**config.mk**
```make
export PLATFORM = sky130hd
export DESIGN_NAME = acs_ctrl
export DESIGN_NICKNAME = d
export VERILOG_FILES = /design/src/hw/acs_pkg.sv /design/src/hw/acs_ctrl.sv
export SDC_FILE = /design/constraint.sdc
export NUM_CORES = 1
export LEC_CHECK = 0
export BUFFER_PORTS_ARGS = -buffer_cell sky130_fd_sc_hd__buf_2
export CORE_ASPECT_RATIO = 1.75
export CORE_UTILIZATION = 50
export DETAILED_ROUTE_END_ITERATION = 8
export GPL_ROUTABILITY_DRIVEN = 0
export GPL_TIMING_DRIVEN = 0
export PLACE_DENSITY = 0.87
export SKIP_LAST_GASP = 1
export SYNTH_ARGS = -nofsm -noshare
export SYNTH_HDL_FRONTEND = slang
export SYNTH_SLANG_ARGS = --single-unit
```
**constraint.sdc**
```tcl
create_clock -name ref_clk -period 2 [get_ports ref_clk]
set_clock_uncertainty 0.15 [all_clocks]
set_input_delay 0.4 -clock ref_clk [delete_from_list [all_inputs] [get_ports ref_clk]]
set_output_delay 0.4 -clock ref_clk [all_outputs]
set_load 0.02 [all_outputs]
```
**src/hw/acs_pkg.sv**
```systemverilog
// package: register map, field positions and shared types for the converter control slice
package acs_pkg;

   // =========================================================
   // register byte offsets
   localparam logic [7:0] OFS_CMP_ZERO = 8'h28;
   localparam logic [7:0] OFS_CMP_ONE  = 8'h2c;
   localparam logic [7:0] OFS_STATUS   = 8'h30;
   localparam logic [7:0] OFS_CAL      = 8'h34;
   localparam logic [7:0] OFS_DMA_MON  = 8'h40;
   localparam logic [7:0] OFS_RUN_CTRL = 8'h44;

   // =========================================================
   // compare register fields
   localparam int CMP_THR_LSB   = 16;
   localparam int CMP_THR_MSB   = 27;
   localparam int CMP_CNT_LSB   = 8;
   localparam int CMP_CNT_MSB   = 11;
   localparam int CMP_CH_LSB    = 3;
   localparam int CMP_CH_MSB    = 5;
   localparam int CMP_COND_BIT  = 2;
   localparam int CMP_IE_BIT    = 1;
   localparam int CMP_EN_BIT    = 0;

   // =========================================================
   // status register fields
   localparam int ST_OVR_LSB    = 16;
   localparam int ST_VALID_LSB  = 8;
   localparam int ST_CHAN_LSB   = 4;
   localparam int ST_BUSY_BIT   = 3;
   localparam int ST_COMPARE_FLAG_ONE_BIT  = 2;
   localparam int ST_COMPARE_FLAG_ZERO_BIT  = 1;
   localparam int ST_END_BIT    = 0;

   // =========================================================
   // calibration fields and timing
   localparam int CAL_EN_BIT    = 0;
   localparam int CAL_DONE_BIT  = 1;
   localparam int CAL_CLOCKS    = 127;

   // run control fields
   localparam int RUN_BIT       = 0;
   localparam int MODE_LSB      = 1;
   localparam int SIGNED_BIT    = 3;

   localparam logic [31:0] RESET_WORD = 32'h0000_0000;

   // =========================================================
   // converter operating modes
   typedef enum logic [1:0] {
      ACS_MODE_SINGLE = 2'b00,
      ACS_MODE_RSVD   = 2'b01,
      ACS_MODE_SCAN1  = 2'b10,
      ACS_MODE_SCANC  = 2'b11
   } acs_mode_t;

   // one compare unit's programmed settings
   typedef struct packed {
      logic [11:0] threshold;
      logic [3:0]  match_target;
      logic [2:0]  channel;
      logic        cond_ge;
      logic        irq_en;
      logic        enable;
   } acs_cmp_cfg_t;

   // a result loaded by the converter core
   typedef struct packed {
      logic        load;
      logic [2:0]  channel;
      logic [11:0] data;
      logic        cycle_end;
   } acs_result_t;

endpackage

```
**src/hw/acs_ctrl.sv**
```systemverilog
// module: compare, status, calibration and dma monitor slice of the converter
//
// The implementer's own choice: the APB slave port.
`timescale 1ns/100ps
`default_nettype none

// Notes on behaviour
// - two units compare 12-bit threshold
// - match counter sets flag at target+1
// - channel field picks compared result
// - condition one: ge; zero: less than
// - flag with irq enable raises request
// - compare only when enabled, on load
// - signed compare when signed format set
// - status shows overrun flags 23:16
// - status shows valid flags 15:8
// - channel field: registered next channel
// - busy mirrors conversion run bit
// - compare flag cleared by writing one
// - end flag on single/scan end, w1c
// - calibration completes after 127 converter clocks
// - clearing enable stops, clears complete
// - monitor returns last word captured while dma active
// - valid set on load, cleared on read
// - overrun on overwrite, cleared on read
// - run bit self-clears except continuous
module acs_ctrl
   import acs_pkg::*;
#(
   parameter int NUM_CH = 8
) (
   // clock and reset
   input  wire logic              ref_clk,
   input  wire logic              resetn,
   // apb slave
   input  wire logic              psel,
   input  wire logic              penable,
   input  wire logic              pwrite,
   input  wire logic [7:0]        paddr,
   input  wire logic [31:0]       pwdata,
   output logic      [31:0]       prdata,
   output logic                   pready,
   output logic                   pslverr,
   // converter core side
   input  wire acs_result_t       result_in,
   input  wire logic [NUM_CH-1:0] result_read,
   input  wire logic [2:0]        next_channel,
   input  wire logic              adc_clk_tick,
   input  wire logic              dma_active,
   input  wire logic [11:0]       dma_word,
   // control outputs
   output logic                   conversion_run,
   output logic [1:0]             conv_mode,
   output logic                   signed_result_format,
   output logic                   cal_running,
   output logic                   compare_irq
);

   // =========================================================
   // state
   logic [31:0]       cmp0_reg;
   logic [31:0]       cmp1_reg;
   logic [3:0]        cnt0_reg;
   logic [3:0]        cnt1_reg;
   logic              flag0_reg;
   logic              flag1_reg;
   logic              end_reg;
   logic [NUM_CH-1:0] valid_reg;
   logic [NUM_CH-1:0] ovr_reg;
   logic [2:0]        chan_reg;
   logic              cal_en_reg;
   logic              cal_done_reg;
   logic [6:0]        cal_cnt_reg;
   logic [11:0]       mon_reg;
   logic [31:0]       rdata_next;
   logic              wr_acc;
   logic              rd_acc;
   logic              hit0;
   logic              hit1;
   logic              set0;
   logic              set1;
   acs_cmp_cfg_t      cfg0;
   acs_cmp_cfg_t      cfg1;

   assign wr_acc = psel && penable && pwrite;
   assign rd_acc = psel && !penable && !pwrite;

   // =========================================================
   // compare helpers
   function automatic acs_cmp_cfg_t unpack_cfg(input logic [31:0] w);
      acs_cmp_cfg_t c;
      c.threshold    = w[CMP_THR_MSB:CMP_THR_LSB];
      c.match_target = w[CMP_CNT_MSB:CMP_CNT_LSB];
      c.channel      = w[CMP_CH_MSB:CMP_CH_LSB];
      c.cond_ge      = w[CMP_COND_BIT];
      c.irq_en       = w[CMP_IE_BIT];
      c.enable       = w[CMP_EN_BIT];
      return c;
   endfunction

   function automatic logic match_of(input acs_cmp_cfg_t c, input logic [11:0] d,
                                     input logic sgn);
      logic ge;
      if (sgn) begin
         ge = $signed(d) >= $signed(c.threshold);
      end else begin
         ge = d >= c.threshold;
      end
      return c.cond_ge ? ge : !ge;
   endfunction

   assign cfg0 = unpack_cfg(cmp0_reg);
   assign cfg1 = unpack_cfg(cmp1_reg);

   assign hit0 = result_in.load && cfg0.enable && (result_in.channel == cfg0.channel)
                 && match_of(cfg0, result_in.data, signed_result_format);
   assign hit1 = result_in.load && cfg1.enable && (result_in.channel == cfg1.channel)
                 && match_of(cfg1, result_in.data, signed_result_format);
   assign set0 = hit0 && (cnt0_reg == cfg0.match_target);
   assign set1 = hit1 && (cnt1_reg == cfg1.match_target);

   // =========================================================
   // compare registers
   always_ff @(posedge ref_clk) begin
      if (!resetn) begin
         cmp0_reg <= RESET_WORD;
         cmp1_reg <= RESET_WORD;
      end else if (wr_acc && paddr == OFS_CMP_ZERO) begin
         cmp0_reg <= pwdata & 32'h0fff_0f3f;
      end else if (wr_acc && paddr == OFS_CMP_ONE) begin
         cmp1_reg <= pwdata & 32'h0fff_0f3f;
      end
   end

   // match counters restart after each flag event
   always_ff @(posedge ref_clk) begin
      if (!resetn) begin
         cnt0_reg <= 4'h0;
         cnt1_reg <= 4'h0;
      end else begin
         if (set0) cnt0_reg <= 4'h0;
         else if (hit0) cnt0_reg <= cnt0_reg + 4'h1;
         if (set1) cnt1_reg <= 4'h0;
         else if (hit1) cnt1_reg <= cnt1_reg + 4'h1;
      end
   end

   // =========================================================
   // sticky flags: set wins over a same-cycle clear
   always_ff @(posedge ref_clk) begin
      if (!resetn) begin
         flag0_reg <= 1'b0;
         flag1_reg <= 1'b0;
         end_reg   <= 1'b0;
      end else begin
         if (set0) flag0_reg <= 1'b1;
         else if (wr_acc && paddr == OFS_STATUS && pwdata[ST_COMPARE_FLAG_ZERO_BIT]) flag0_reg <= 1'b0;
         if (set1) flag1_reg <= 1'b1;
         else if (wr_acc && paddr == OFS_STATUS && pwdata[ST_COMPARE_FLAG_ONE_BIT]) flag1_reg <= 1'b0;
         // end of single or full scan
         if (result_in.load && result_in.cycle_end) end_reg <= 1'b1;
         else if (wr_acc && paddr == OFS_STATUS && pwdata[ST_END_BIT]) end_reg <= 1'b0;
      end
   end

   always_ff @(posedge ref_clk) begin
      if (!resetn) compare_irq <= 1'b0;
      else compare_irq <= (flag0_reg && cfg0.irq_en) || (flag1_reg && cfg1.irq_en);
   end

   // =========================================================
   // per-channel valid and overrun
   always_ff @(posedge ref_clk) begin
      if (!resetn) begin
         valid_reg <= '0;
         ovr_reg   <= '0;
      end else begin
         for (int i = 0; i < NUM_CH; i++) begin
            if (result_in.load && result_in.channel == i[2:0]) begin
               // load sets valid, overwrite sets overrun
               valid_reg[i] <= 1'b1;
               ovr_reg[i]   <= valid_reg[i] && !result_read[i] ? 1'b1 : ovr_reg[i];
            end else if (result_read[i]) begin
               valid_reg[i] <= 1'b0;
               ovr_reg[i]   <= 1'b0;
            end
         end
      end
   end

   // =========================================================
   // run control, mode and format
   always_ff @(posedge ref_clk) begin
      if (!resetn) begin
         conversion_run       <= 1'b0;
         conv_mode            <= ACS_MODE_SINGLE;
         signed_result_format <= 1'b0;
      end else if (wr_acc && paddr == OFS_RUN_CTRL) begin
         conversion_run       <= pwdata[RUN_BIT];
         conv_mode            <= pwdata[MODE_LSB+1:MODE_LSB];
         signed_result_format <= pwdata[SIGNED_BIT];
      end else if (result_in.load && result_in.cycle_end
                   && conv_mode != ACS_MODE_SCANC) begin
         conversion_run <= 1'b0;
      end
   end

   always_ff @(posedge ref_clk) begin
      if (!resetn) chan_reg <= 3'h0;
      else chan_reg <= next_channel;
   end

   // =========================================================
   // calibration counts converter clock ticks
   always_ff @(posedge ref_clk) begin
      if (!resetn) begin
         cal_en_reg   <= 1'b0;
         cal_done_reg <= 1'b0;
         cal_cnt_reg  <= 7'h00;
      end else if (wr_acc && paddr == OFS_CAL) begin
         cal_en_reg <= pwdata[CAL_EN_BIT];
         if (!pwdata[CAL_EN_BIT]) begin
            cal_done_reg <= 1'b0;
            cal_cnt_reg  <= 7'h00;
         end
      end else if (cal_en_reg && !cal_done_reg && adc_clk_tick) begin
         if (cal_cnt_reg == 7'(CAL_CLOCKS - 1)) cal_done_reg <= 1'b1;
         cal_cnt_reg <= cal_cnt_reg + 7'h01;
      end
   end

   always_ff @(posedge ref_clk) begin
      if (!resetn) cal_running <= 1'b0;
      else cal_running <= cal_en_reg && !cal_done_reg;
   end

   // capture word on the dma path
   always_ff @(posedge ref_clk) begin
      if (!resetn) mon_reg <= 12'h000;
      else if (dma_active) mon_reg <= dma_word;
   end

   // =========================================================
   // read mux, registered during setup phase
   always_comb begin
      rdata_next = 32'h0000_0000;
      if (paddr == OFS_CMP_ZERO) begin
         rdata_next = cmp0_reg;
      end else if (paddr == OFS_CMP_ONE) begin
         rdata_next = cmp1_reg;
      end else if (paddr == OFS_STATUS) begin
         rdata_next[ST_OVR_LSB +: 8]   = ovr_reg;
         rdata_next[ST_VALID_LSB +: 8] = valid_reg;
         rdata_next[ST_CHAN_LSB +: 3]  = chan_reg;
         rdata_next[ST_BUSY_BIT]       = conversion_run;
         rdata_next[ST_COMPARE_FLAG_ONE_BIT]      = flag1_reg;
         rdata_next[ST_COMPARE_FLAG_ZERO_BIT]      = flag0_reg;
         rdata_next[ST_END_BIT]        = end_reg;
      end else if (paddr == OFS_CAL) begin
         rdata_next[CAL_EN_BIT]   = cal_en_reg;
         rdata_next[CAL_DONE_BIT] = cal_done_reg;
      end else if (paddr == OFS_DMA_MON) begin
         rdata_next[11:0] = mon_reg;
      end else if (paddr == OFS_RUN_CTRL) begin
         rdata_next[RUN_BIT]                = conversion_run;
         rdata_next[MODE_LSB+1:MODE_LSB]    = conv_mode;
         rdata_next[SIGNED_BIT]             = signed_result_format;
      end
   end

   // zero wait states; read data flop-driven from the setup phase
   always_ff @(posedge ref_clk) begin
      if (!resetn) begin
         prdata  <= 32'h0000_0000;
         pready  <= 1'b0;
         pslverr <= 1'b0;
      end else begin
         if (rd_acc) prdata <= rdata_next;
         pready  <= psel && !penable;
         pslverr <= 1'b0;
      end
   end

   // =========================================================
   // checks
   // compare units
   a_flag_sets_on_hit: assert property (@(posedge ref_clk) disable iff (!resetn)
      set0 |=> flag0_reg) else $error("flag zero missed its set");
   a_flag_one_sets: assert property (@(posedge ref_clk) disable iff (!resetn)
      set1 |=> flag1_reg) else $error("flag one missed its set");
   a_cnt_counts_hit: assert property (@(posedge ref_clk) disable iff (!resetn)
      hit0 && !set0 |=> cnt0_reg == $past(cnt0_reg) + 4'h1)
      else $error("match counter missed a hit");
   a_flag_holds_zero_write: assert property (@(posedge ref_clk) disable iff (!resetn)
      flag1_reg && !(wr_acc && paddr == OFS_STATUS && pwdata[ST_COMPARE_FLAG_ONE_BIT]) |=> flag1_reg)
      else $error("flag one lost without clear");
   a_flag_clear_one: assert property (@(posedge ref_clk) disable iff (!resetn)
      wr_acc && paddr == OFS_STATUS && pwdata[ST_COMPARE_FLAG_ZERO_BIT] && !set0 |=> !flag0_reg)
      else $error("flag zero not cleared");
   a_irq_follows_flag: assert property (@(posedge ref_clk) disable iff (!resetn)
      set0 && cfg0.irq_en && !wr_acc |=> ##1 compare_irq) else $error("irq missing");
   a_irq_needs_enable: assert property (@(posedge ref_clk) disable iff (!resetn)
      !cfg0.irq_en && !cfg1.irq_en |=> !compare_irq) else $error("irq while masked");
   a_no_hit_disabled: assert property (@(posedge ref_clk) disable iff (!resetn)
      !cfg0.enable |=> !$rose(flag0_reg) && $stable(cnt0_reg))
      else $error("compare while disabled");
   a_other_channel: assert property (@(posedge ref_clk) disable iff (!resetn)
      result_in.load && result_in.channel != cfg0.channel |=> $stable(cnt0_reg))
      else $error("wrong channel counted");
   a_ge_sets_flag: assert property (@(posedge ref_clk) disable iff (!resetn)
      result_in.load && cfg0.enable && result_in.channel == cfg0.channel && cfg0.cond_ge
      && cnt0_reg == cfg0.match_target && !signed_result_format
      && result_in.data >= cfg0.threshold |=> flag0_reg) else $error("ge match missed");
   a_less_sets_flag: assert property (@(posedge ref_clk) disable iff (!resetn)
      result_in.load && cfg1.enable && result_in.channel == cfg1.channel && !cfg1.cond_ge
      && cnt1_reg == cfg1.match_target && !signed_result_format
      && result_in.data < cfg1.threshold |=> flag1_reg) else $error("less match missed");
   a_signed_sets_flag: assert property (@(posedge ref_clk) disable iff (!resetn)
      result_in.load && cfg1.enable && result_in.channel == cfg1.channel && !cfg1.cond_ge
      && cnt1_reg == cfg1.match_target && signed_result_format
      && $signed(result_in.data) < $signed(cfg1.threshold) |=> flag1_reg)
      else $error("signed match missed");
   // status and run
   a_end_flag_sets: assert property (@(posedge ref_clk) disable iff (!resetn)
      result_in.load && result_in.cycle_end |=> end_reg) else $error("end flag missed");
   a_end_flag_clear: assert property (@(posedge ref_clk) disable iff (!resetn)
      wr_acc && paddr == OFS_STATUS && pwdata[ST_END_BIT] && !result_in.load |=> !end_reg)
      else $error("end flag not cleared");
   a_busy_mirror: assert property (@(posedge ref_clk) disable iff (!resetn)
      rd_acc && paddr == OFS_STATUS |=> prdata[ST_BUSY_BIT] == $past(conversion_run))
      else $error("busy not mirrored");
   a_valid_mirror: assert property (@(posedge ref_clk) disable iff (!resetn)
      rd_acc && paddr == OFS_STATUS |=> prdata[ST_VALID_LSB +: 8] == $past(valid_reg))
      else $error("valid not mirrored");
   a_chan_follows: assert property (@(posedge ref_clk) disable iff (!resetn)
      resetn |=> chan_reg == $past(next_channel)) else $error("channel field stale");
   a_valid_on_load: assert property (@(posedge ref_clk) disable iff (!resetn)
      result_in.load |=> valid_reg[$past(result_in.channel)])
      else $error("valid not set");
   a_run_self_clear: assert property (@(posedge ref_clk) disable iff (!resetn)
      result_in.load && result_in.cycle_end && conv_mode == ACS_MODE_SINGLE && !wr_acc
      |=> !conversion_run) else $error("run not cleared");
   a_scan_keeps_run: assert property (@(posedge ref_clk) disable iff (!resetn)
      conversion_run && conv_mode == ACS_MODE_SCANC && !wr_acc |=> conversion_run)
      else $error("continuous run dropped");
   a_ovr_on_overwrite: assert property (@(posedge ref_clk) disable iff (!resetn)
      result_in.load && valid_reg[result_in.channel] && !result_read[result_in.channel]
      |=> ovr_reg[$past(result_in.channel)]) else $error("overrun missed");
   // calibration and monitor
   a_cal_drop_done: assert property (@(posedge ref_clk) disable iff (!resetn)
      wr_acc && paddr == OFS_CAL && !pwdata[CAL_EN_BIT] |=> !cal_done_reg)
      else $error("complete not cleared");
   a_cal_not_early: assert property (@(posedge ref_clk) disable iff (!resetn)
      $rose(cal_done_reg) |-> $past(cal_cnt_reg) == 7'(CAL_CLOCKS - 1))
      else $error("calibration ended early");
   a_cal_counts: assert property (@(posedge ref_clk) disable iff (!resetn)
      cal_en_reg && !cal_done_reg && adc_clk_tick && !(wr_acc && paddr == OFS_CAL)
      |=> cal_cnt_reg == $past(cal_cnt_reg) + 7'h01) else $error("tick not counted");
   a_mon_capture: assert property (@(posedge ref_clk) disable iff (!resetn)
      dma_active |=> mon_reg == $past(dma_word)) else $error("dma word not captured");

endmodule

`default_nettype wire

```
== After elaboration in Yosys (flattened, before gate mapping) ==
Index checks and enable logic that the tools add are counted.

* Output and inout bits: 40
* Register bits: 134
* Bits of input ports: 87

* Reduce and logical (&&, ||, !) cells: 84
* Equal/unequal tests: 28
* Bitwise logic cells: 2
* Order comparisons: 4
* Add/sub/neg operators: 3
* Mux-type cells: 63

{| class="wikitable"
|+ Operator list
! cell !! number
|-
| 1-bit 2-to-1 mux || 49
|-
| 12-bit greater-or-equal comparator || 4
|-
| 1-bit logical AND || 42
|-
| 8-bit by 6-bit equality test with 1-bit output, second input constant || 4
|-
| 32-bit 2-to-1 mux || 1
|-
| 7-bit 2-to-1 mux || 4
|-
| 2-bit nonzero test || 14
|-
| 24-bit 2-to-1 mux || 1
|-
| 2-bit AND reduction || 10
|-
| 8-bit by 7-bit equality test with 1-bit output, second input constant || 2
|-
| 4-bit 2-to-1 mux || 4
|-
| 2-bit by 1-bit != test with 1-bit output, second input constant || 8
|-
| 1-bit logical NOT || 13
|-
| 3-bit equality test, second input constant || 4
|-
| 12-bit 2-to-1 mux || 1
|-
| 10-bit 2-to-1 mux || 1
|-
| 4-bit by 1-bit adder with 4-bit output, second input constant || 2
|-
| 4-bit equality test || 2
|-
| 8-bit 2-to-1 mux || 1
|-
| 7-bit by 1-bit adder with 7-bit output, second input constant || 1
|-
| 7-bit equality test, second input constant || 1
|-
| 3-bit by 2-bit equality test with 1-bit output, second input constant || 2
|-
| 3-bit equality test || 2
|-
| 2-bit != test, second input constant || 2
|-
| 7 further kinds || 9
|}

== Longest topological paths before layout ==
* Depth after elaboration: 7
* Mapped depth: 9
* Gate-level depth less buffers: 9

== Least setup slack after synthesis ==
No wires, ideal clock.

* Path kind: input to register
* Start: input port result_in[2] in the netlist's numbering
* End: register cnt1_reg[2]
* Buffers on the path: 0
* Stages: 8
* Setup slack: -0.145 ns
* Data arrival time: 1.903 ns
* Required time: 1.758 ns
* Library setup time: 0.092 ns
* Path through: ha_1 > nor2b_1 > o211ai_1 > a21oi_1 > or2_2 > o221ai_1 > nor2_1 > o32ai_1

* Longest elaborated chain between the ends: 7
* Elaborated cells between the ends (all ways): 8
* Classes of those cells: order compare: 2; mux: 2; reduce/logical: 4

{| class="wikitable"
|+ Ends and longest elaborated chain
! what !! line !! text
|-
| start: declaration || acs_ctrl.sv:45 || <nowiki>input wire acs_result_t result_in,</nowiki>
|-
| 12-bit greater-or-equal comparator, on equally long branches || acs_ctrl.sv:107, acs_ctrl.sv:105 ||
|-
| 1-bit 2-to-1 mux * || acs_ctrl.sv:104 || <nowiki>if (sgn) begin</nowiki>
|-
| 1-bit logical NOT || acs_ctrl.sv:109 || <nowiki>return c.cond_ge ? ge : !ge;</nowiki>
|-
| 1-bit 2-to-1 mux * || acs_ctrl.sv:109 ||
|-
| 1-bit logical AND * || acs_ctrl.sv:118 || <nowiki>&& match_of(cfg1, result_in.data, signed_result_format);</nowiki>
|-
| 1-bit logical AND || acs_ctrl.sv:120 || <nowiki>assign set1 = hit1 && (cnt1_reg == cfg1.match_target);</nowiki>
|-
| 2-bit OR reduction (no line) || -- ||
|-
| end signal: assignment || acs_ctrl.sv:144 || <nowiki>else if (hit1) cnt1_reg <= cnt1_reg + 4'h1;</nowiki>
|-
| end: declaration || acs_ctrl.sv:64 || <nowiki>logic [3:0] cnt1_reg;</nowiki>
|}

Every way passes the cells marked *; elsewhere a longest branch is shown, timed or not.
A chain may end at the register's enable or synchronous reset.

== Worst setup path after layout ==
* Start: register cmp0_reg[23]
* End: register flag0_reg

* Longest elaborated chain between the ends: 7
* Elaborated cells between the ends (all ways): 9
* Classes of those cells: order compare: 2; mux: 3; reduce/logical: 4

{| class="wikitable"
|+ Ends and longest elaborated chain
! what !! line !! text
|-
| start: declaration || acs_ctrl.sv:61 || <nowiki>logic [31:0] cmp0_reg;</nowiki>
|-
| start signal: assignment || acs_ctrl.sv:129 || <nowiki>cmp0_reg <= pwdata & 32'h0fff_0f3f;</nowiki>
|-
| 12-bit greater-or-equal comparator, on equally long branches || acs_ctrl.sv:107, acs_ctrl.sv:105 ||
|-
| 1-bit 2-to-1 mux * || acs_ctrl.sv:104 ||
|-
| 1-bit logical NOT || acs_ctrl.sv:109 ||
|-
| 1-bit 2-to-1 mux * || acs_ctrl.sv:109 ||
|-
| 1-bit logical AND * || acs_ctrl.sv:116 || <nowiki>&& match_of(cfg0, result_in.data, signed_result_format);</nowiki>
|-
| 1-bit logical AND * || acs_ctrl.sv:119 || <nowiki>assign set0 = hit0 && (cnt0_reg == cfg0.match_target);</nowiki>
|-
| 1-bit 2-to-1 mux or 2-bit nonzero test (tied branches) || -- ||
|-
| end signal: assignment || acs_ctrl.sv:152 || <nowiki>flag0_reg <= 1'b0;</nowiki>
|-
| end signal: assignment || acs_ctrl.sv:156 || <nowiki>if (set0) flag0_reg <= 1'b1;</nowiki>
|-
| end signal: assignment || acs_ctrl.sv:157 || <nowiki>else if (wr_acc && paddr == OFS_STATUS && pwdata[ST_COMPARE_FLAG_ZERO_BIT]) flag0_reg <= 1'b0;</nowiki>
|-
| end: declaration || acs_ctrl.sv:65 || <nowiki>logic flag0_reg;</nowiki>
|}

Marked as above.

==> flow_summary.toml <==
[sta]
final.setup.tns_ns = -1.87
max_freq_ghz = 0.449
max_slew_margin_pct = 48.6
finalSetupViolations = 10
post-route-period-util_pct = 111
rsz0062_at_grt = "true"
layout_setup_ws_ns = -0.227
worstMarginPinSlew_ns = 0.764
post-route-min-period_ns = 2.23
hold_viol = 0
maxSlewViolCount = 0

[route]
routed-via-count = 6672
drt_pass1_iterations = 8
drt_iter0_markers = 495
ant_nets = 0
wl_per_cell_um = 18.4
route.detailed.drc = 0
wirelength_um = 20800
vias_per_cell = 5.92

[pwr]
swShare_pct = 23.1
combPwrFrac_pct = 7.5
clock_power_share_pct = 52.3
power.density_nw_per_um2 = 778
p_leak_uw = 0.00335
irDropWorstVdd_v = 0.000837
seqPwrFrac_pct = 40.2
p_int_uw = 5060
p_switching_uw = 1520

[clock_tree]
clock-sinks = 130
root_buffer = "clkbuf_16"
htreeDepth = 4
cts_buffers = 17
clkLatencyLatePin_ns = 0.42
cts.path.max_buffers = 2
cts.reportedPaths.clkPinSlew_ns = 0.06
hold_buffers = 0
cts_tree = "yes"

[die]
fp.coreArea_um2 = 12600
die_x_um = 88.0
die_y_um = 152
rows = 54
die_area_um2 = 13400
ioPinCount = 127
start_util_pct = 51.4

[logic_synthesis]
yosys.area.top_type_share_pct = 40.3
syn_area_um2 = 6460
yosys-top-cells-area = "dfxtp_1 40%, a21oi_1 8.0%, nand2_1 7.2%"
synth_edf_count = 0
synthesis.instances = 801
synth.avg_cell_area_um2 = 8.07
postSynth.asyncResetShare_pct = 0
yosys_warnings = 0
yosys.area.top_type = "dfxtp_1"
synth_cell_types = 52
synth-seq-cells = 130
synthFlopType = "dfxtp_1"
yosysSeqAreaShare_pct = 40.3

[finish]
syn2layout_area_growth_pct = 31.0
fillCellCount = 929
largest_register_ffs = 28
nets = 1061
diodes = 0
stdcell_count = 1127
drive_gt1_share_pct = 28.6
fin_util_pct = 67.4

[grt]
grt_start_max_net_pins = 17
grt_pass1_wl_um = 32000
grtUsageTotal_pct = 31.2
grt_pass1_vias = 6731
overflow = 0
antenna_found_initial = 0

[critical_path]
worstSetupPathType = "flip-flop to flip-flop"
critPathMaxStageDelay_ns = 0.33
slowest_stage = "dfxtp_2"
critPathArrivalTime_ns = 2.35
path_buf_inv = 1
start_kind = "flip-flop"
critical_path_required_ns = 2.12
cp_cell_sequence = "inv_2 -> ha_4 -> nand4_1 -> or2_4 -> o211ai_1 -> a2bb2oi_2 -> a41o_2 -> o21ai_2 -> a21oi_1"
cp_max_fo = 4
critPathCaptureType = "flip-flop"
cpLargestDelayFamily = "compound AO/OA/AOI/OAI gates"

[place]
portBuffers = 105
dpl.hpwl_um = 14800
placed_cells = 1078

[flow_run]
cap_violations = 0

[run_status]
outcome = "finished, violations left"
violations = "negative setup slack"

[worst_hold_path]
hold_path_class = "input pin to flip-flop"
stage by stage:
stage,area (µm²),power (µW),setup WS (ns),hold WS [ns]
floorplan,6740,2970,-0.00606,0.264
global placement,7470,3160,-0.468,0.276
detailed placement,7470,3170,-0.504,0.286
CTS,8320,6530,-0.199,0.0364
global route,8460,6720,-0.304,0.0578
finish,8460,6590,-0.227,0.0343
power groups by stage:
stage                     sequential, µW  clock, µW  combinational [µW]
after global routing                2650       3530                 533
after floorplan                     2710          0                 254
after detailed placement            2700          0                 469
after CTS                           2650       3400                 479
final                               2650       3440                 496
after global placement              2700          0                 456
cells in the final DEF, fill, tap and decap left out, types with 4 or more instances in the layout:
cell	netlist	routed
nor2b_1	15	15
mux2i_1	34	34
o21ai_2	0	5
or2_4	0	4
xor2_1	13	12
o32ai_2	0	4
nand3_1	23	22
buf_2	7	110
a21oi_1	103	95
buf_6	3	4
dfxtp_2	0	17
conb_1	1	5
a21oi_4	0	4
clkbuf_16	0	17
nand2_1	124	123
nor3b_1	5	4
nand4_1	8	8
ha_1	28	15
nor2_1	94	89
o211ai_1	5	5
mux2_2	5	5
inv_2	0	9
a211oi_1	11	11
nor3_1	18	17
ha_4	0	13
nand2b_1	10	10
a21oi_2	0	4
bufinv_16	0	5
clkbuf_1	30	25
and2_1	5	5
dfxtp_1	130	113
o21ai_0	25	19
clkbuf_2	0	5
buf_4	5	23
inv_1	30	21
a221oi_1	12	12
repair_timing:
action | CTS | global route
endpoints found under the setup margin | 37 | 70
gates resized for setup | 40 | 30
pin swaps | 23 | 21
buffers inserted | 11 | 7
cell families (layout without fill, tap and decap cells):
kind of cell / Yosys count / in the layout / share of synthesized area, %
AOI/OAI and AO/OA: 179 / 179 / 16.7
xor gates and xnor gates: 16 / 16 / 2.40
adders and majority gates: 28 / 28 / 5.42
buffers and inverters: 78 / 232 / 5.30
DFF: 130 / 130 / 40.3
muxes: 39 / 39 / 6.14
other: 1 / 5 / 0.0580
and+or+nand+nor: 330 / 330 / 23.7
path summary, 6_finish.rpt:
| kind | slack (ns) | depth (start not counted) | startpoint | to |
|---|---|---|---|---|
| setup / recovery | -0.23 | 9 | cmp0_reg[23] | flag0_reg |
| hold / removal | 0.03 | 2 | next_channel[0] | chan_reg[0] |
| setup reg to reg | -0.23 | 9 | cmp0_reg[23] | flag0_reg |
| hold reg to reg | 0.30 | 2 | prdata[12] | prdata[12] |
worst reg2reg max path: cells and delay by family, from the launching register on:
kind	cells	cell delay (ns)
buffers and inverters	1	0.05
AOI/OAI and AO/OA	5	0.86
DFF	1	0.33
adders and majority gates	1	0.26
and+or+nand+nor	2	0.42
cells in the mapped netlist, types with 3 or more instances:
library cell and count:
a211oi_1 11, a21oi_1 103, a221oi_1 12, a41oi_1 3, and2_1 5, buf_1 3
buf_2 7, buf_4 5, buf_6 3, clkbuf_1 30, dfxtp_1 130, ha_1 28
inv_1 30, mux2_2 5, mux2i_1 34, nand2_1 124, nand2b_1 10, nand3_1 23
nand4_1 8, nand4b_1 3, nor2_1 94, nor2b_1 15, nor3_1 18, nor3b_1 5
o211ai_1 5, o21ai_0 25, o32ai_1 4, or2_2 4, or3_1 3, xor2_1 13
routing by layer:
layer	vias up	global-route usage (%)	part of all wire [%]
li1	3056	-	-
met3	116	6.88	7.6
met2	381	54.3	51
met5	-	0	0
met4	0	24.4	7.2
met1	3119	31.0	34
cell type report:
type / count / area (µm²) / area share (%)
plain buffers: 47 / 241 / 2.85
clock buffers: 19 / 443 / 5.23
clock inverters: 13 / 209 / 2.47
inverters: 30 / 113 / 1.33
multi-input cells: 597 / 3960 / 46.8
flip-flops and latches: 130 / 2620 / 31.0
well taps: 168 / 210 / 2.48
repair buffers: 123 / 664 / 7.85
Power figures use the tool's default switching activity.
